**src/core/swd_pkg.sv**
```systemverilog
package swd_pkg;

   // ************************************************************
   // Timing
   // ************************************************************
   localparam int  CLK_HZ          = 40000000;
   localparam int  TICK_MS         = 1;
   localparam int  TICK_CYCLES     = CLK_HZ / 1000 * TICK_MS;
   localparam int  TMO_MIN_MS      = 10;
   localparam int  TMO_MAX_MS      = 1000;
   localparam int  TMO_W           = 10;

   // ************************************************************
   // Register map (word addresses)
   // ************************************************************
   localparam int  ADDR_W          = 4;
   localparam logic [3:0] ADR_CTRL = 4'h0;
   localparam logic [3:0] ADR_TMO  = 4'h1;
   localparam logic [3:0] ADR_STAT = 4'h2;
   localparam logic [3:0] ADR_MASK = 4'h3;
   localparam logic [3:0] ADR_ERR  = 4'h4;
   localparam logic [3:0] ADR_MIN  = 4'h5;
   localparam logic [3:0] ADR_CNT  = 4'h6;

   // Control bit positions
   localparam int  CTL_ARITH_STOP  = 0;
   localparam int  CTL_STOP_MODE   = 1;
   localparam int  CTL_MAN_RESET   = 2;

   // Reset values
   localparam logic [9:0]  TMO_RST  = 10'h0C8;
   localparam logic [7:0]  MASK_RST = 8'h00;

   // Event / status bit positions
   localparam int  EV_WDT    = 0;
   localparam int  EV_IOMOD  = 1;
   localparam int  EV_CFG    = 2;
   localparam int  EV_BATT   = 3;
   localparam int  EV_HWCRIT = 4;
   localparam int  EV_ARITH  = 5;
   localparam int  EV_EXTCR  = 6;
   localparam int  EV_EXTMN  = 7;
   localparam int  EV_N      = 8;

   // Error codes stored in the flag words
   localparam logic [15:0] CODE_NONE   = 16'h0000;
   localparam logic [15:0] CODE_WDT    = 16'h0021;
   localparam logic [15:0] CODE_IOMOD  = 16'h0011;
   localparam logic [15:0] CODE_CFG    = 16'h0012;
   localparam logic [15:0] CODE_BATT   = 16'h0500;
   localparam logic [15:0] CODE_HWCRIT = 16'h0002;
   localparam logic [15:0] CODE_ARITH  = 16'h0501;
   localparam logic [15:0] CODE_EXTCR  = 16'h0033;
   localparam logic [15:0] CODE_EXTMN  = 16'h0502;

   // ************************************************************
   // Types
   // ************************************************************
   typedef struct packed {
      logic        wr;
      logic        rd;
      logic [3:0]  addr;
      logic [15:0] wdata;
   } swd_bus_type;

   typedef struct packed {
      logic scan_end;
      logic wdt_clear;
      logic ext_crit;
      logic ext_minor;
      logic arith_err;
   } swd_prog_type;

   typedef enum logic [2:0] {
      ST_IDLE  = 3'b001,
      ST_RUN   = 3'b010,
      ST_HALT  = 3'b100
   } swd_state_type;

endpackage : swd_pkg

```
**src/core/swd_core.sv**
```systemverilog
// Added by the designer: the address-and-strobe port and the placing of the registers.
`timescale 1ns/1ps
`default_nettype none

module swd_core
   import swd_pkg::*;
#(
   parameter int TICK_CYC = TICK_CYCLES
)(
   // Clock and reset
   input  wire logic         mclk,
   input  wire logic         rst,
   // Register port
   input  wire swd_bus_type  bus,
   output logic [15:0]       rdata,
   // Program sequencer strobes (same clock)
   input  wire swd_prog_type prog,
   // Diagnosis inputs from pins
   input  wire logic         io_mismatch_pin,
   input  wire logic         io_fail_pin,
   input  wire logic         cfg_mismatch_pin,
   input  wire logic         batt_low_pin,
   input  wire logic         hw_crit_pin,
   // Indications and control outputs
   output logic              run_enable,
   output logic              outputs_off,
   output logic              error_lamp,
   output logic              backup_cell_lamp,
   output logic              irq
);

   // ************************************************************
   // Pin synchronisers
   // ************************************************************
   logic [4:0] pin_s1_q;
   logic [4:0] pin_s2_q;
   wire  [4:0] pin_raw = {hw_crit_pin, batt_low_pin, cfg_mismatch_pin,
                          io_fail_pin, io_mismatch_pin};

   // Two flops per pin
   always_ff @(posedge mclk or posedge rst) begin
      if (rst) begin
         pin_s1_q <= 5'h00;
         pin_s2_q <= 5'h00;
      end else begin
         pin_s1_q <= pin_raw;
         pin_s2_q <= pin_s1_q;
      end
   end

   wire io_bad   = pin_s2_q[0] | pin_s2_q[1];
   wire cfg_bad  = pin_s2_q[2];
   wire batt_low = pin_s2_q[3];
   wire hw_bad   = pin_s2_q[4];

   // ************************************************************
   // Registers
   // ************************************************************
   logic [2:0]        ctrl_q;
   logic [TMO_W-1:0]  tmo_q;
   logic [EV_N-1:0]   stat_q;
   logic [EV_N-1:0]   mask_q;
   logic [15:0]       err_code_q;
   logic [15:0]       min_code_q;
   logic [TMO_W:0]    wdt_cnt_q;
   logic [31:0]       tick_cnt_q;
   logic              tick_q;
   swd_state_type     state_q;
   swd_state_type     state_d;

   // Clamp a written timeout into the legal range
   function automatic logic [TMO_W-1:0] clamp_tmo(input logic [15:0] v);
      if (v < 16'(TMO_MIN_MS))
         clamp_tmo = TMO_W'(TMO_MIN_MS);
      else if (v > 16'(TMO_MAX_MS))
         clamp_tmo = TMO_W'(TMO_MAX_MS);
      else
         clamp_tmo = v[TMO_W-1:0];
   endfunction : clamp_tmo

   // Decodes
   wire wr_ctrl = bus.wr && (bus.addr == ADR_CTRL);
   wire wr_tmo  = bus.wr && (bus.addr == ADR_TMO);
   wire wr_stat = bus.wr && (bus.addr == ADR_STAT);
   wire wr_mask = bus.wr && (bus.addr == ADR_MASK);

   wire stop_mode = ctrl_q[CTL_STOP_MODE];
   wire man_rst   = wr_ctrl && bus.wdata[CTL_MAN_RESET];
   wire release_w = man_rst || stop_mode;
   wire running   = (state_q == ST_RUN);

   // ************************************************************
   // 1 ms tick divider
   // ************************************************************
   always_ff @(posedge mclk or posedge rst) begin
      if (rst) begin
         tick_cnt_q <= 32'h0;
         tick_q     <= 1'b0;
      end else if (tick_cnt_q == 32'(TICK_CYC - 1)) begin
         tick_cnt_q <= 32'h0;
         tick_q     <= 1'b1;
      end else begin
         tick_cnt_q <= tick_cnt_q + 32'h1;
         tick_q     <= 1'b0;
      end
   end

   // ************************************************************
   // Watchdog counter
   // ************************************************************
   wire wdt_restart = prog.scan_end || prog.wdt_clear;
   wire wdt_expire  = running && (wdt_cnt_q > {1'b0, tmo_q});

   // Restart, else count ticks while running
   always_ff @(posedge mclk or posedge rst) begin
      if (rst)
         wdt_cnt_q <= '0;
      else if (!running || wdt_restart)
         wdt_cnt_q <= '0;
      else if (tick_q && !wdt_cnt_q[TMO_W])
         wdt_cnt_q <= wdt_cnt_q + 1'b1;
   end

   // ************************************************************
   // Fault classification
   // ************************************************************
   wire [EV_N-1:0] ev;
   assign ev[EV_WDT]    = wdt_expire;
   assign ev[EV_IOMOD]  = io_bad;
   assign ev[EV_CFG]    = cfg_bad;
   assign ev[EV_BATT]   = batt_low;
   assign ev[EV_HWCRIT] = hw_bad;
   assign ev[EV_ARITH]  = running && prog.arith_err;
   assign ev[EV_EXTCR]  = running && prog.ext_crit;
   assign ev[EV_EXTMN]  = running && prog.ext_minor;

   // Critical faults stop, the rest only warn
   wire crit = ev[EV_WDT] | ev[EV_IOMOD] | ev[EV_CFG] | ev[EV_HWCRIT]
             | ev[EV_EXTCR]
             | (ev[EV_ARITH] & ctrl_q[CTL_ARITH_STOP]);

   // Highest priority critical code
   wire [15:0] crit_code = ev[EV_WDT]    ? CODE_WDT   :
                           ev[EV_HWCRIT] ? CODE_HWCRIT :
                           ev[EV_IOMOD]  ? CODE_IOMOD :
                           ev[EV_CFG]    ? CODE_CFG   :
                           ev[EV_EXTCR]  ? CODE_EXTCR : CODE_ARITH;
   // Minor code
   wire [15:0] minor_code = ev[EV_BATT]  ? CODE_BATT  :
                            ev[EV_ARITH] ? CODE_ARITH :
                            ev[EV_EXTMN] ? CODE_EXTMN : CODE_NONE;
   wire minor = ev[EV_BATT] | ev[EV_ARITH] | ev[EV_EXTMN];

   // ************************************************************
   // Run state machine
   // ************************************************************
   always_comb begin
      state_d = state_q;
      unique case (state_q)
         ST_IDLE: begin
            if (!stop_mode && crit)
               state_d = ST_HALT;
            else if (!stop_mode)
               state_d = ST_RUN;
         end
         ST_RUN: begin
            if (crit)
               state_d = ST_HALT;
            else if (stop_mode)
               state_d = ST_IDLE;
         end
         ST_HALT: if (release_w) state_d = ST_IDLE;
         default: state_d = ST_IDLE;
      endcase
   end

   always_ff @(posedge mclk or posedge rst) begin
      if (rst)
         state_q <= ST_IDLE;
      else
         state_q <= state_d;
   end

   // ************************************************************
   // Control registers
   // ************************************************************
   always_ff @(posedge mclk or posedge rst) begin
      if (rst) begin
         ctrl_q <= 3'h0;
         tmo_q  <= TMO_RST;
         mask_q <= MASK_RST;
      end else begin
         if (wr_ctrl)
            ctrl_q <= {1'b0, bus.wdata[1:0]};
         if (wr_tmo)
            tmo_q <= clamp_tmo(bus.wdata);
         if (wr_mask)
            mask_q <= bus.wdata[EV_N-1:0];
      end
   end

   // ************************************************************
   // Status and error flag words
   // ************************************************************
   // Entry into halt, from run or from idle
   wire halt_entry = (state_d == ST_HALT) && (state_q != ST_HALT);

   // Set wins over write one to clear
   always_ff @(posedge mclk or posedge rst) begin
      if (rst) begin
         stat_q     <= '0;
         err_code_q <= CODE_NONE;
         min_code_q <= CODE_NONE;
      end else begin
         stat_q <= (stat_q & ~(wr_stat ? bus.wdata[EV_N-1:0] : '0)) | ev;
         if (halt_entry)
            err_code_q <= crit_code;
         else if (release_w && state_q == ST_HALT)
            err_code_q <= CODE_NONE;
         if (minor)
            min_code_q <= minor_code;
      end
   end

   // ************************************************************
   // Outputs
   // ************************************************************
   always_ff @(posedge mclk or posedge rst) begin
      if (rst) begin
         run_enable       <= 1'b0;
         outputs_off      <= 1'b1;
         error_lamp       <= 1'b0;
         backup_cell_lamp <= 1'b0;
         irq              <= 1'b0;
      end else begin
         run_enable       <= (state_d == ST_RUN);
         outputs_off      <= (state_d != ST_RUN);
         error_lamp       <= (state_d == ST_HALT);
         backup_cell_lamp <= batt_low;
         irq              <= |(stat_q & mask_q);
      end
   end

   // Read data, one cycle after the strobe
   wire [15:0] rd_mux =
      (bus.addr == ADR_CTRL) ? {13'h0, ctrl_q} :
      (bus.addr == ADR_TMO)  ? {6'h00, tmo_q} :
      (bus.addr == ADR_STAT) ? {8'h00, stat_q} :
      (bus.addr == ADR_MASK) ? {8'h00, mask_q} :
      (bus.addr == ADR_ERR)  ? err_code_q :
      (bus.addr == ADR_MIN)  ? min_code_q :
      (bus.addr == ADR_CNT)  ? {5'h00, wdt_cnt_q} : 16'h0000;

   always_ff @(posedge mclk or posedge rst) begin
      if (rst)
         rdata <= 16'h0000;
      else
         rdata <= bus.rd ? rd_mux : 16'h0000;
   end

   // ************************************************************
   // Checks
   // ************************************************************
   property p_expire_halts;
      @(posedge mclk) disable iff (rst)
      wdt_expire |=> (state_q == ST_HALT && outputs_off && error_lamp);
   endproperty
   a_expire_halts: assert property (p_expire_halts) else $error("expiry not halting");

   property p_lamp_holds;
      @(posedge mclk) disable iff (rst)
      (error_lamp && !release_w && state_q == ST_HALT) |=> error_lamp;
   endproperty
   a_lamp_holds: assert property (p_lamp_holds) else $error("error lamp dropped");

   property p_release;
      @(posedge mclk) disable iff (rst)
      (state_q == ST_HALT && release_w) |=> (state_q == ST_IDLE);
   endproperty
   a_release: assert property (p_release) else $error("halt not released");

   property p_restart;
      @(posedge mclk) disable iff (rst)
      (running && wdt_restart) |=> (wdt_cnt_q == '0);
   endproperty
   a_restart: assert property (p_restart) else $error("count not restarted");

   property p_tmo_range;
      @(posedge mclk) disable iff (rst)
      (tmo_q >= TMO_W'(TMO_MIN_MS)) && (tmo_q <= TMO_W'(TMO_MAX_MS));
   endproperty
   a_tmo_range: assert property (p_tmo_range) else $error("timeout out of range");

   property p_io_stop;
      @(posedge mclk) disable iff (rst)
      (running && io_bad) |=> (error_lamp && !run_enable);
   endproperty
   a_io_stop: assert property (p_io_stop) else $error("module fault not stopping");

   property p_batt_lamp;
      @(posedge mclk) disable iff (rst)
      batt_low |=> backup_cell_lamp;
   endproperty
   a_batt_lamp: assert property (p_batt_lamp) else $error("battery lamp off");

   property p_minor_runs;
      @(posedge mclk) disable iff (rst)
      (running && !crit && !stop_mode && prog.ext_minor) |=> running;
   endproperty
   a_minor_runs: assert property (p_minor_runs) else $error("minor fault stopped run");

   property p_code_saved;
      @(posedge mclk) disable iff (rst)
      (running && ev[EV_CFG] && !ev[EV_WDT] && !ev[EV_HWCRIT] && !ev[EV_IOMOD])
         |=> (err_code_q == CODE_CFG);
   endproperty
   a_code_saved: assert property (p_code_saved) else $error("code not stored");

   property p_idle_fault;
      @(posedge mclk) disable iff (rst)
      (state_q == ST_IDLE && !stop_mode && crit) |=> (state_q == ST_HALT && error_lamp);
   endproperty
   a_idle_fault: assert property (p_idle_fault) else $error("idle fault not halting");

   property p_halt_off;
      @(posedge mclk) disable iff (rst)
      (state_q != ST_RUN) |-> (outputs_off && !run_enable);
   endproperty
   a_halt_off: assert property (p_halt_off) else $error("outputs on while stopped");

   property p_minor_code;
      @(posedge mclk) disable iff (rst)
      ev[EV_BATT] |=> (min_code_q == CODE_BATT);
   endproperty
   a_minor_code: assert property (p_minor_code) else $error("minor code not stored");

   property p_set_sticks;
      @(posedge mclk) disable iff (rst)
      ev[EV_BATT] |=> stat_q[EV_BATT];
   endproperty
   a_set_sticks: assert property (p_set_sticks) else $error("status bit lost");

   property p_arith_stop;
      @(posedge mclk) disable iff (rst)
      (running && prog.arith_err && ctrl_q[CTL_ARITH_STOP]) |=> (state_q == ST_HALT);
   endproperty
   a_arith_stop: assert property (p_arith_stop) else $error("arith stop ignored");

   property p_ext_crit_stop;
      @(posedge mclk) disable iff (rst)
      (running && prog.ext_crit) |=> (state_q == ST_HALT && error_lamp);
   endproperty
   a_ext_crit_stop: assert property (p_ext_crit_stop) else $error("external fault ran on");

   property p_hw_crit_stop;
      @(posedge mclk) disable iff (rst)
      (running && hw_bad && !wdt_expire) |=> (state_q == ST_HALT && err_code_q == CODE_HWCRIT);
   endproperty
   a_hw_crit_stop: assert property (p_hw_crit_stop) else $error("hardware fault ran on");

   property p_no_self_release;
      @(posedge mclk) disable iff (rst)
      (state_q == ST_HALT && !release_w) |=> (state_q == ST_HALT);
   endproperty
   a_no_self_release: assert property (p_no_self_release) else $error("halt left alone");

endmodule : swd_core

`default_nettype wire

```
**config.mk**
```make
export PLATFORM = sky130hd
export DESIGN_NAME = swd_core
export DESIGN_NICKNAME = d
export VERILOG_FILES = /design/src/core/swd_pkg.sv /design/src/core/swd_core.sv
export SDC_FILE = /design/constraint.sdc
export NUM_CORES = 1
export LEC_CHECK = 0
export BUFFER_PORTS_ARGS = -buffer_cell sky130_fd_sc_hd__buf_2
export CAP_MARGIN = 20
export CORE_ASPECT_RATIO = 0.8
export CORE_MARGIN = 2
export CORE_UTILIZATION = 62
export CTS_CLUSTER_DIAMETER = 50
export DETAILED_ROUTE_END_ITERATION = 6
export PLACE_DENSITY = 0.89
export SLEW_MARGIN = 10
export SYNTH_ARGS = -nofsm -noshare
export SYNTH_HDL_FRONTEND = slang
export SYNTH_SLANG_ARGS = --single-unit
```
**constraint.sdc**
```tcl
create_clock -name mclk -period 5.7 [get_ports mclk]
set_clock_uncertainty 0.05 [all_clocks]
set_input_delay 0.855 -clock mclk [delete_from_list [all_inputs] [get_ports mclk]]
set_output_delay 0.855 -clock mclk [all_outputs]
set_load 0.1 [all_outputs]
```
* Word-level counts from Yosys, hierarchy flattened *
Index checks and enable logic that the tools add are counted.

storage, ports and cells
  memories = 0
  register bits after elaboration = 138
  bits in latches = 0
  bits in read-only memories = 0
  RAM bits = 0
  word-level logic and storage cells = 104
  input bits = 34

operators by class
  multipliers = 0
  add/sub/neg operators = 2
  shift-type cells = 0
  divide/modulo/power cells = 0
  equality and inequality tests = 14
  bitwise operators = 13
  order comparisons = 3
  reduce and logical (&&, ||, !) cells = 23
  muxes and demuxes = 31

operators with widths
  kind                   count
  $mux 16                9
  $mux 11                11
  $add 32x1->32 const B  1
  $eq 32x16->1 const B   1
  $mux 32                1
  $mux 10                2
  $and 8x8->8            2
  $gt 16x10->1 const B   1
  $lt 16x4->1 const B    1
  $mux 3                 5
  $logic_and 1x1->1      13
  $eq 4x3->1 const B     3
  $add 11x1->11 const B  1
  $gt 11x10->1           1
  $pmux 3 s3             1
  $eq 4x2->1 const B     2
  $mux 8                 1
  $not 8->8              1
  $or 1x1->1             8
  $or 8x8->8             1
  $reduce_or 8->1        1
  $eq 3x2->1 const B     2
  $eq 3x3->1 const B     2
  $eq 4x1->1 const B     1
  other kinds (9)        14

* Logic depth before layout (Yosys ltp) *
Gate-level depths: netlist (run 1).

  word-level depth = 13
  mapped depth = 8
  mapped depth without buffers = 7

* Least setup slack after synthesis (run 1) *
No wires, ideal clock.

  path type = input -> register
  from = input bus[14] (netlist bit)
  to = register tmo_q[0]
  stages on the path = 5
  buffers on the path = 1
  data arrival time = 2.218 ns
  path slack = 3.367 ns
  cell sequence = or4_4 or4_1 buf_2 nor2_2 a22o_1

between the ends
  word-level cells in the longest chain between the ends = 3
  elaborated cells between the ends (all ways) = 4

ends and longest elaborated chain
  what                  line             text
  from (decl)           swd_core.sv:14   input wire swd_bus_type bus,
  $gt 16x10->1          swd_core.sv:75   else if (v > 16'(TMO_MAX_MS))
  $mux 10               swd_core.sv:75
  $mux 10 (*)           swd_core.sv:73   if (v < 16'(TMO_MIN_MS))
  to (signal assigned)  swd_core.sv:196  tmo_q <= clamp_tmo(bus.wdata);
  to (decl)             swd_core.sv:60   logic [TMO_W-1:0] tmo_q;

Mark *: on every way between the ends. The rest lies on a longest branch, timed or not.
A chain may end at the register's enable or synchronous reset.

* Worst setup path after layout (run 1) *
  from = input bus[16] (netlist bit)
  to = register tmo_q[0]

between the ends
  word-level cells in the longest chain between the ends = 2

ends and longest elaborated chain
  what               line            text
  $eq 4x1->1         swd_core.sv:83  wire wr_tmo = bus.wr && (bus.addr == ADR_TMO);
  $logic_and 1x1->1  swd_core.sv:83

Every way passes these cells.

==> qor.yml, run 1 <==
sta:
  relSlewSlack_pct: 44.8
  whs_ns: 0.308
  setup_tns_ns: 0
  rsz0062_at_grt: "false"
  hold_viol: 0
  fmax_mhz: 380
  drv_slew: 0
  tightest_slew_ns: 0.807
  setup_viol: 0
  timing.final.crit_share_pct: 46.2
  period_needed_ns: 2.63
worst_setup_path:
  start_kind: "input port"
  crit_required_ns: 5.96
  path_cells: "buf_2 > nor3b_2 > nand2_1 > a41o_2 > nor2_2 > a22o_1"
  critical-path-top-delay-family: "simple AND/OR/NAND/NOR gates"
  worstSetupEndpointType: "flop"
  critPathBufInv: 1
  critPathArrivalTime_ns: 2.89
  slowest_stage: "nor3b_2"
  critPathKind: "in2reg"
  cpPeakStageDelay_ns: 0.52
  cp_max_fo: 22
yosys:
  ys_warn_count: 0
  yosys_register_bits: 109
  syn_avg_cell_area_um2: 10.3
  synth_edf_count: 0
  yosysTopAreaCell: "dfrtp_1"
  ys.flop_type: "dfrtp_1"
  synth_cells: 510
  synth_area_um2: 5260
  yosysTopAreaCellShare_pct: 49.5
  synth_area_leaders: "dfrtp_1 (50%), nand2_1 (3.9%), nor2_1 (3.8%)"
  synth_cell_type_count: 60
  ys_async_sr_fraction_pct: 100
  ys_seq_area_share_pct: 52.0
power:
  pwr_density_cell_nw_per_um2: 287
  vdd_drop_max_uv: 167
  static-leakage-power_uw: 0.00274
global_routing:
  grt_pass1_vias: 4036
  grt_pass1_wl_mm: 19.6
  antenna_found_initial: 0
  grt.total_usage_pct: 27.4
  overflow: 0
  grt_max_degree: 65
final_layout:
  layout_common_cells: "dfrtp_1 (104), nand2_1 (55), nor2_1 (53)"
  syn2layout_area_growth_pct: 10.3
  final_common_cell: "dfrtp_1"
  seqCellArea_um2: 2730
  instances_no_fill: 673
  fill_cells: 605
  antenna-diode-count: 0
  final_nets: 602
  drive_gt1_share_pct: 16.6
  multi_input_area_um2: 2380
clock_network:
  htree_levels: 3
  cts_made_buffers: 9
  root_buffer: "clkbuf_8"
  cts_sinks: 109
  path_clk_slew_ns: 0.11
  clkLatencyLatePin_ns: 0.38
  cts_tree: "done"
  clockBufferDepth: 2
  ctsResizeCount: 0
  cts-hold-fix-buffers: 0
  post_cts_buffers: 0
detailed_routing:
  drtAntennaViolNets: 0
  drc: 0
  viasPerCell: 6.13
  vias: 4123
  first_pass_iters: 5
  wl_per_cell_um: 17.5
  wirelength_mm: 11.8
  dr.first_iter.drc_count: 354
floorplanning:
  die_w_um: 107
  die_h_um: 86.3
  dieArea_um2: 9230
  design.core.area_um2: 8370
  ioPinCount: 55
  start_util_pct: 62.8
  row_count: 30
min_path:
  hp-class: "reg2reg"
outcome:
  outcome: "finished clean"
placement:
  portBuffers: 49
  gp_congestion: 0.948
  placed_cells: 656
  dp_hpwl_mm: 8.54
job:
  maxCapViolCount: 0
-- cell families after synthesis --
kind of cell	Yosys count	synth area share, %
flops	109	52.0
mux	22	4.38
buf+inv	36	2.95
other cells	1	0.0714
xor+xnor	35	5.83
fa+ha+maj	12	2.86
compound gates	93	12.2
simple gates	202	19.7
-- state kept, by name, summed over array words and instances (netlist names), 2 cells and up --
signal,cells
ctrl_q,2
rdata,11
err_code_q,5
mask_q,8
wdt_cnt_q,11
pin_s2_q,5
pin_s1_q,5
stat_q,8
tmo_q,10
min_code_q,3
tick_cnt_q,32
state_q,3
-- synth_stat cells (all sizes together), types with 2 or more instances --
library cell,number
nand2,55
mux2i,14
o21a,2
nor3b,4
o21ai,15
and3,12
and4,3
inv,16
xnor2,18
nor2b,8
a211o,5
a32oi,2
dfstp,5
o211ai,5
nand3,21
nor4,9
o221ai,2
nor2,56
buf,8
nand4,9
a22oi,11
nand2b,7
a21oi,20
or3,2
ha,12
a22o,6
o31ai,4
dfrtp,104
a211oi,4
or4,3
a21o,7
clkbuf,12
nor3,7
xor2,17
mux2,8
-- worst paths after layout --
path | from | end | slack, ns | cells after the start
hold reg to reg | pin_s1_q[4] | pin_s2_q[4] | 0.31 | 0
setup / recovery | bus[16] | tmo_q[0] | 3.07 | 6
max in group asynchronous | rst | rdata[10] | 3.97 | 3
hold / removal | pin_s1_q[4] | pin_s2_q[4] | 0.31 | 0
min in group asynchronous | rst | tick_cnt_q[0] | 0.46 | 2
setup reg to reg | tmo_q[7] | state_q[2] | 3.33 | 7
-- worst register-to-register path: stages, from the launching register on --
cell and delay, ns:
dfstp_2 0.60, inv_1 0.07, ha_1 0.20, a21o_1 0.15, a211oi_1 0.32, o211ai_1 0.14
o211a_1 0.40, a211o_1 0.34
-- metal layers --
metal	track usage, %	vias to the layer above	share of wire (%)
met5	0	-	0
met4	9.33	0	1.8
met3	6.99	24	9.8
met2	41.7	198	46
met1	38.7	2000	43
li1	-	1901	-
-- power breakdown --
part           total, uW  switching [uW]  internal [uW]
clock network        489             276            213
logic                283             192           90.6
registers            892            58.1            834
total               1660             526           1140
-- per-stage QoR --
step                power (uW)  setup WS [ns]  instance area (um^2)  utilization (%)
global route              1730           3.02                  5800             69.3
finish                    1660           3.07                  5800             69.3
floorplan                 1110           1.93                  5270                -
CTS                       1660           3.17                  5790             69.1
detailed placement        1180           2.90                  5570             66.5
global placement          1170           3.00                  5570             66.5
-- cell type report --
type                       count  area share [%]
multi-input combinational    369            41.1
clock buffer                   9            2.14
tap                          112            2.42
clock inverter                 7            1.58
inverter                      16            1.08
sequential                   109            47.2
timing repair buffer          51            4.55
(Power assumes the default switching activity.)
==> inputs of run 2 (changes only) <==
--- a/config.mk
+++ b/config.mk
@@ -9,10 +9,10 @@
 export CAP_MARGIN = 20
 export CORE_ASPECT_RATIO = 0.8
 export CORE_MARGIN = 2
-export CORE_UTILIZATION = 62
+export CORE_UTILIZATION = 53
 export CTS_CLUSTER_DIAMETER = 50
 export DETAILED_ROUTE_END_ITERATION = 6
-export PLACE_DENSITY = 0.89
+export PLACE_DENSITY = 0.82
 export SLEW_MARGIN = 10
 export SYNTH_ARGS = -nofsm -noshare
 export SYNTH_HDL_FRONTEND = slang
==> constraint.sdc (replaced) <==
create_clock -name mclk -period 2.1 [get_ports mclk]
set_clock_uncertainty 0.05 [all_clocks]
set_input_delay 0.315 -clock mclk [delete_from_list [all_inputs] [get_ports mclk]]
set_output_delay 0.315 -clock mclk [all_outputs]
set_load 0.1 [all_outputs]
==> qor.yml, run 2 (synthesis gave the netlist of run 1 again) <==
outcome:
  outcome: "finished with violations"
  violations: "setup timing"
final_layout:
  top_register: "tick_cnt_q"
  antenna-diode-count: 0
  largest_reg_flops: 32
  instances_no_fill: 730
  drive_gt1_share_pct: 22.2
  reg_top3: "tick_cnt_q (32), rdata (11), wdt_cnt_q (11)"
  seqCellArea_um2: 2730
  final_nets: 635
  fill_cells: 695
  layout_common_cells: "dfrtp_1 (104), nand2_1 (55), nor2_1 (53)"
  syn2layout_area_growth_pct: 18.8
  final_common_cell: "dfrtp_1"
  multi_input_area_um2: 2440
worst_setup_path:
  critPathArrivalTime_ns: 2.38
  ff2ff_path_depth: 8
  cp_max_fo: 5
  worstSetupEndpointType: "flop"
  crit_required_ns: 2.32
  critPathKind: "reg2reg"
  start_kind: "flop"
sta:
  fmax_mhz: 462
  rsz0062_at_grt: "true"
  setup_tns_ns: -0.315
  setup_viol: 8
  period_needed_ns: 2.17
  hold_viol: 0
  timing.final.crit_share_pct: 103
  whs_ns: 0.0216
  relSlewSlack_pct: 58.1
  tightest_slew_ns: 0.626
  drv_slew: 0
  setup_ws_ns: -0.0655
power:
  pwr_density_cell_nw_per_um2: 813
  static-leakage-power_uw: 0.00295
  p_total_uw: 5080
  vdd_drop_max_uv: 606
global_routing:
  grt_max_degree: 55
  antenna_found_initial: 0
  grt_pass1_wl_mm: 21.4
  grt.total_usage_pct: 26.0
  grt_pass1_vias: 4177
  overflow: 0
floorplanning:
  dieArea_um2: 10700
  row_count: 32
  ioPinCount: 55
  die_w_um: 115
  start_util_pct: 54.5
  design.core.area_um2: 9650
  die_h_um: 93.1
detailed_routing:
  drc: 0
  vias: 4430
  dr.first_iter.drc_count: 541
  wl_per_cell_um: 18.6
  wirelength_mm: 13.6
  viasPerCell: 6.07
  drtAntennaViolNets: 0
  first_pass_iters: 5
placement:
  placed_cells: 711
  gp_congestion: 0.938
  portBuffers: 49
  dp_slack_ns: -0.0708
  dp_hpwl_mm: 9.36
clock_network:
  clkLatencyLatePin_ns: 0.34
  cts_made_buffers: 9
  cts_tree: "done"
  htree_levels: 3
  clockBufferDepth: 2
  cts_sinks: 109
  path_clk_slew_ns: 0.07
  root_buffer: "clkbuf_16"
job:
  maxCapViolCount: 0
min_path:
  whs_path_depth: 1
  hp-class: "in2reg"
==> run 2: routing by layer <==
metal	vias up	GRT usage (%)	part of all wire (%)
li1	1967	-	-
met1	2176	38.5	43
met2	250	38.4	45
met3	37	7.19	10
met4	0	5.72	1.6
met5	-	0	0
==> run 2: worst paths after layout <==
kind / endpoint / start / slack, ns
setup / recovery: state_q[0] / tmo_q[6] / -0.07
hold / removal: pin_s1_q[3] / batt_low_pin / 0.02
setup reg to reg: state_q[0] / tmo_q[6] / -0.07
hold reg to reg: pin_s2_q[3] / pin_s1_q[3] / 0.30
max in group asynchronous: tmo_q[7] / rst / 0.97
min in group asynchronous: irq / rst / 0.42
==> run 2: timing repair <==
action | CTS | global route
gates cloned | 0 | 1
gates resized for setup | 3 | 8
endpoints found under the hold margin | 10 | 0
buffers inserted | 0 | 1
hold buffers | 1 | 0
setup endpoints to repair | 9 | 14
pin swaps | 0 | 8
==> run 2: area by class of cell <==
class	instances	share of cell area, %
multi-input cells	370	39.1
repair buffers	83	8.52
inverters	16	1.02
clock inverters	7	1.30
well taps	136	2.72
clock buffers	9	3.61
flip-flops and latches	109	43.8
==> run 2: per-stage QoR <==
stage | area (um^2) | utilization [%]
5_1_grt | 6240 | 64.7
4_1_cts | 6190 | 64.1
3_5_place_dp | 5860 | 60.7
6_report | 6240 | 64.7
2_1_floorplan | 5280 | -
3_3_place_gp | 5860 | 60.7
==> run 2: power breakdown <==
group          switching [uW]  internal [uW]  total (uW)
combinational             621            338         959
sequential                122           2260        2390
clock                     789            944        1730
total                    1530           3550        5080
==> run 2: critical path: stages (launching register included) <==
cell	delay, ns
dfstp_2	0.57
inv_1	0.05
ha_1	0.30
nand4_1	0.17
nor3_1	0.31
a21oi_1	0.16
o211a_4	0.20
buf_6	0.12
o211ai_1	0.16
==> inputs of run 3 (changes only) <==
--- a/config.mk
+++ b/config.mk
@@ -13,6 +13,7 @@
 export CTS_CLUSTER_DIAMETER = 50
 export DETAILED_ROUTE_END_ITERATION = 6
 export PLACE_DENSITY = 0.82
+export SETUP_SLACK_MARGIN = 0.3
 export SLEW_MARGIN = 10
 export SYNTH_ARGS = -nofsm -noshare
 export SYNTH_HDL_FRONTEND = slang
==> qor.yml, run 3 (synthesis gave the netlist of run 1 again) <==
detailed_routing:
  vias: 4686
  dr.first_iter.drc_count: 650
  drtAntennaViolNets: 0
  first_pass_iters: 6
  drc: 0
  wirelength_mm: 15.2
  wl_per_cell_um: 20.2
  viasPerCell: 6.25
clock_network:
  clockBufferDepth: 2
  cts_tree: "done"
  path_clk_slew_ns: 0.07
  htree_levels: 3
  cts_sinks: 109
  cts_made_buffers: 9
  root_buffer: "clkbuf_16"
  clkLatencyLatePin_ns: 0.36
final_layout:
  final_common_cell: "dfrtp_1"
  top_register: "tick_cnt_q"
  instances_no_fill: 750
  syn2layout_area_growth_pct: 25.1
  layout_common_cells: "dfrtp_1 (98), nand2_1 (52), buf_2 (49), buf_4 (49), nor2_1 (48)"
  reg_top3: "tick_cnt_q (32), rdata (11), wdt_cnt_q (11)"
  largest_reg_flops: 32
  final_cell_area_um2: 6580
  antenna-diode-count: 0
  drive_gt1_share_pct: 30.8
  fill_cells: 611
  final_nets: 655
placement:
  post_dp_cell_area_um2: 5860
  portBuffers: 49
  placed_cells: 710
  gp_congestion: 0.916
  dp_hpwl_mm: 9.30
sta:
  rsz0062_at_grt: "true"
  setup_viol: 7
  relSlewSlack_pct: 66.9
  period_needed_ns: 2.15
  tightest_slew_ns: 0.492
  setup_ws_ns: -0.0453
  setup_tns_ns: -0.170
  hold_viol: 0
  fmax_mhz: 466
  drv_slew: 0
  timing.final.crit_share_pct: 102
  whs_ns: 0.0133
worst_setup_path:
  critPathArrivalTime_ns: 2.33
  start_kind: "flop"
  worstSetupEndpointType: "flop"
  critPathKind: "reg2reg"
  cp_max_fo: 5
  crit_required_ns: 2.28
global_routing:
  overflow: 0
  grt.total_usage_pct: 27.4
  grt_pass1_vias: 4383
  grt_pass1_wl_mm: 22.5
  grt_max_degree: 61
  antenna_found_initial: 0
floorplanning:
  dieArea_um2: 10700
  start_util_pct: 54.5
  die_w_um: 115
  row_count: 32
  die_h_um: 93.1
  design.core.area_um2: 9650
  ioPinCount: 55
power:
  clkPwrFrac_pct: 33.4
  p_sw_uw: 1580
  combPwrFrac_pct: 19.0
  swShare_pct: 31.4
  power.internal_uw: 3460
  static-leakage-power_uw: 0.00309
  seqPwrFrac_pct: 47.6
  pwr_density_cell_nw_per_um2: 766
  vdd_drop_max_uv: 479
  p_total_uw: 5040
outcome:
  outcome: "finished with violations"
  violations: "setup timing"
job:
  maxCapViolCount: 0
min_path:
  hp-class: "in2reg"
## run 3: cell count changes in the layout (fill, tap and decap cells not counted), sizes merged
cell,before,now
buf,82,102
bufinv,1,0
clkbuf,9,10
clkinv,3,2
clkinvlp,1,2
## run 3: worst max-delay path, cell delays in order (launching register included)
cell and delay, ns:
dfrtp_1 0.38, inv_1 0.06, ha_1 0.32, a211o_1 0.30
o211ai_1 0.12, o211ai_1 0.24, o211a_4 0.33, a211o_1 0.25
## run 3: path summary, 6_finish.rpt
path | from | to | slack, ns | cells after the start
min in group asynchronous | rst | irq | 0.40 | 3
max reg2reg | tmo_q[4] | error_lamp | -0.05 | 7
max | tmo_q[4] | error_lamp | -0.05 | 7
min | batt_low_pin | pin_s1_q[3] | 0.01 | 1
min reg2reg | pin_s1_q[4] | pin_s2_q[4] | 0.30 | 0
max in group asynchronous | rst | tmo_q[7] | 0.96 | 4
## run 3: per-stage QoR
step | setup WS [ns] | utilization, %
finish | -0.0453 | 68.1
global route | -0.0549 | 68.1
CTS | 0.0279 | 65.5
detailed placement | -0.0842 | 60.7
global placement | 0.0469 | 60.7
floorplan | 0.105 | -
## run 3: metal layers
layer | vias up | share of wire (%) | global-route usage, %
met3 | 89 | 12 | 8.04
li1 | 2006 | - | -
met1 | 2226 | 40 | 39.4
met4 | 0 | 4.1 | 9.94
met2 | 365 | 44 | 39.4
met5 | - | 0 | 0
## run 3: what timing repair did
| item | CTS | global route |
|---|---|---|
| endpoints found under the setup margin | 30 | 39 |
| hold buffers | 1 | 0 |
| gates cloned | 1 | 0 |
| buffers inserted | 13 | 9 |
| resized for setup | 11 | 44 |
| pin swaps | 12 | 18 |
| endpoints found under the hold margin | 8 | 0 |
## run 3: area by class of cell
class                      instances  area [um^2]  area share [%]
tap                              136          170            2.59
timing repair buffer             103          686            10.4
sequential                       109         2740            41.7
clock buffer                      10          239            3.63
multi-input combinational        370         2620            39.9
inverter                          16         63.8           0.971
clock inverter                     6         53.8           0.818
## run 3: power by group through the flow
stage / sequential [uW] / combinational (uW) / clock, uW
floorplan: 2560 / 441 / 0
global placement: 2420 / 850 / 0
detailed placement: 2430 / 873 / 0
CTS: 2390 / 908 / 1690
global route: 2410 / 1020 / 1770
finish: 2400 / 957 / 1680
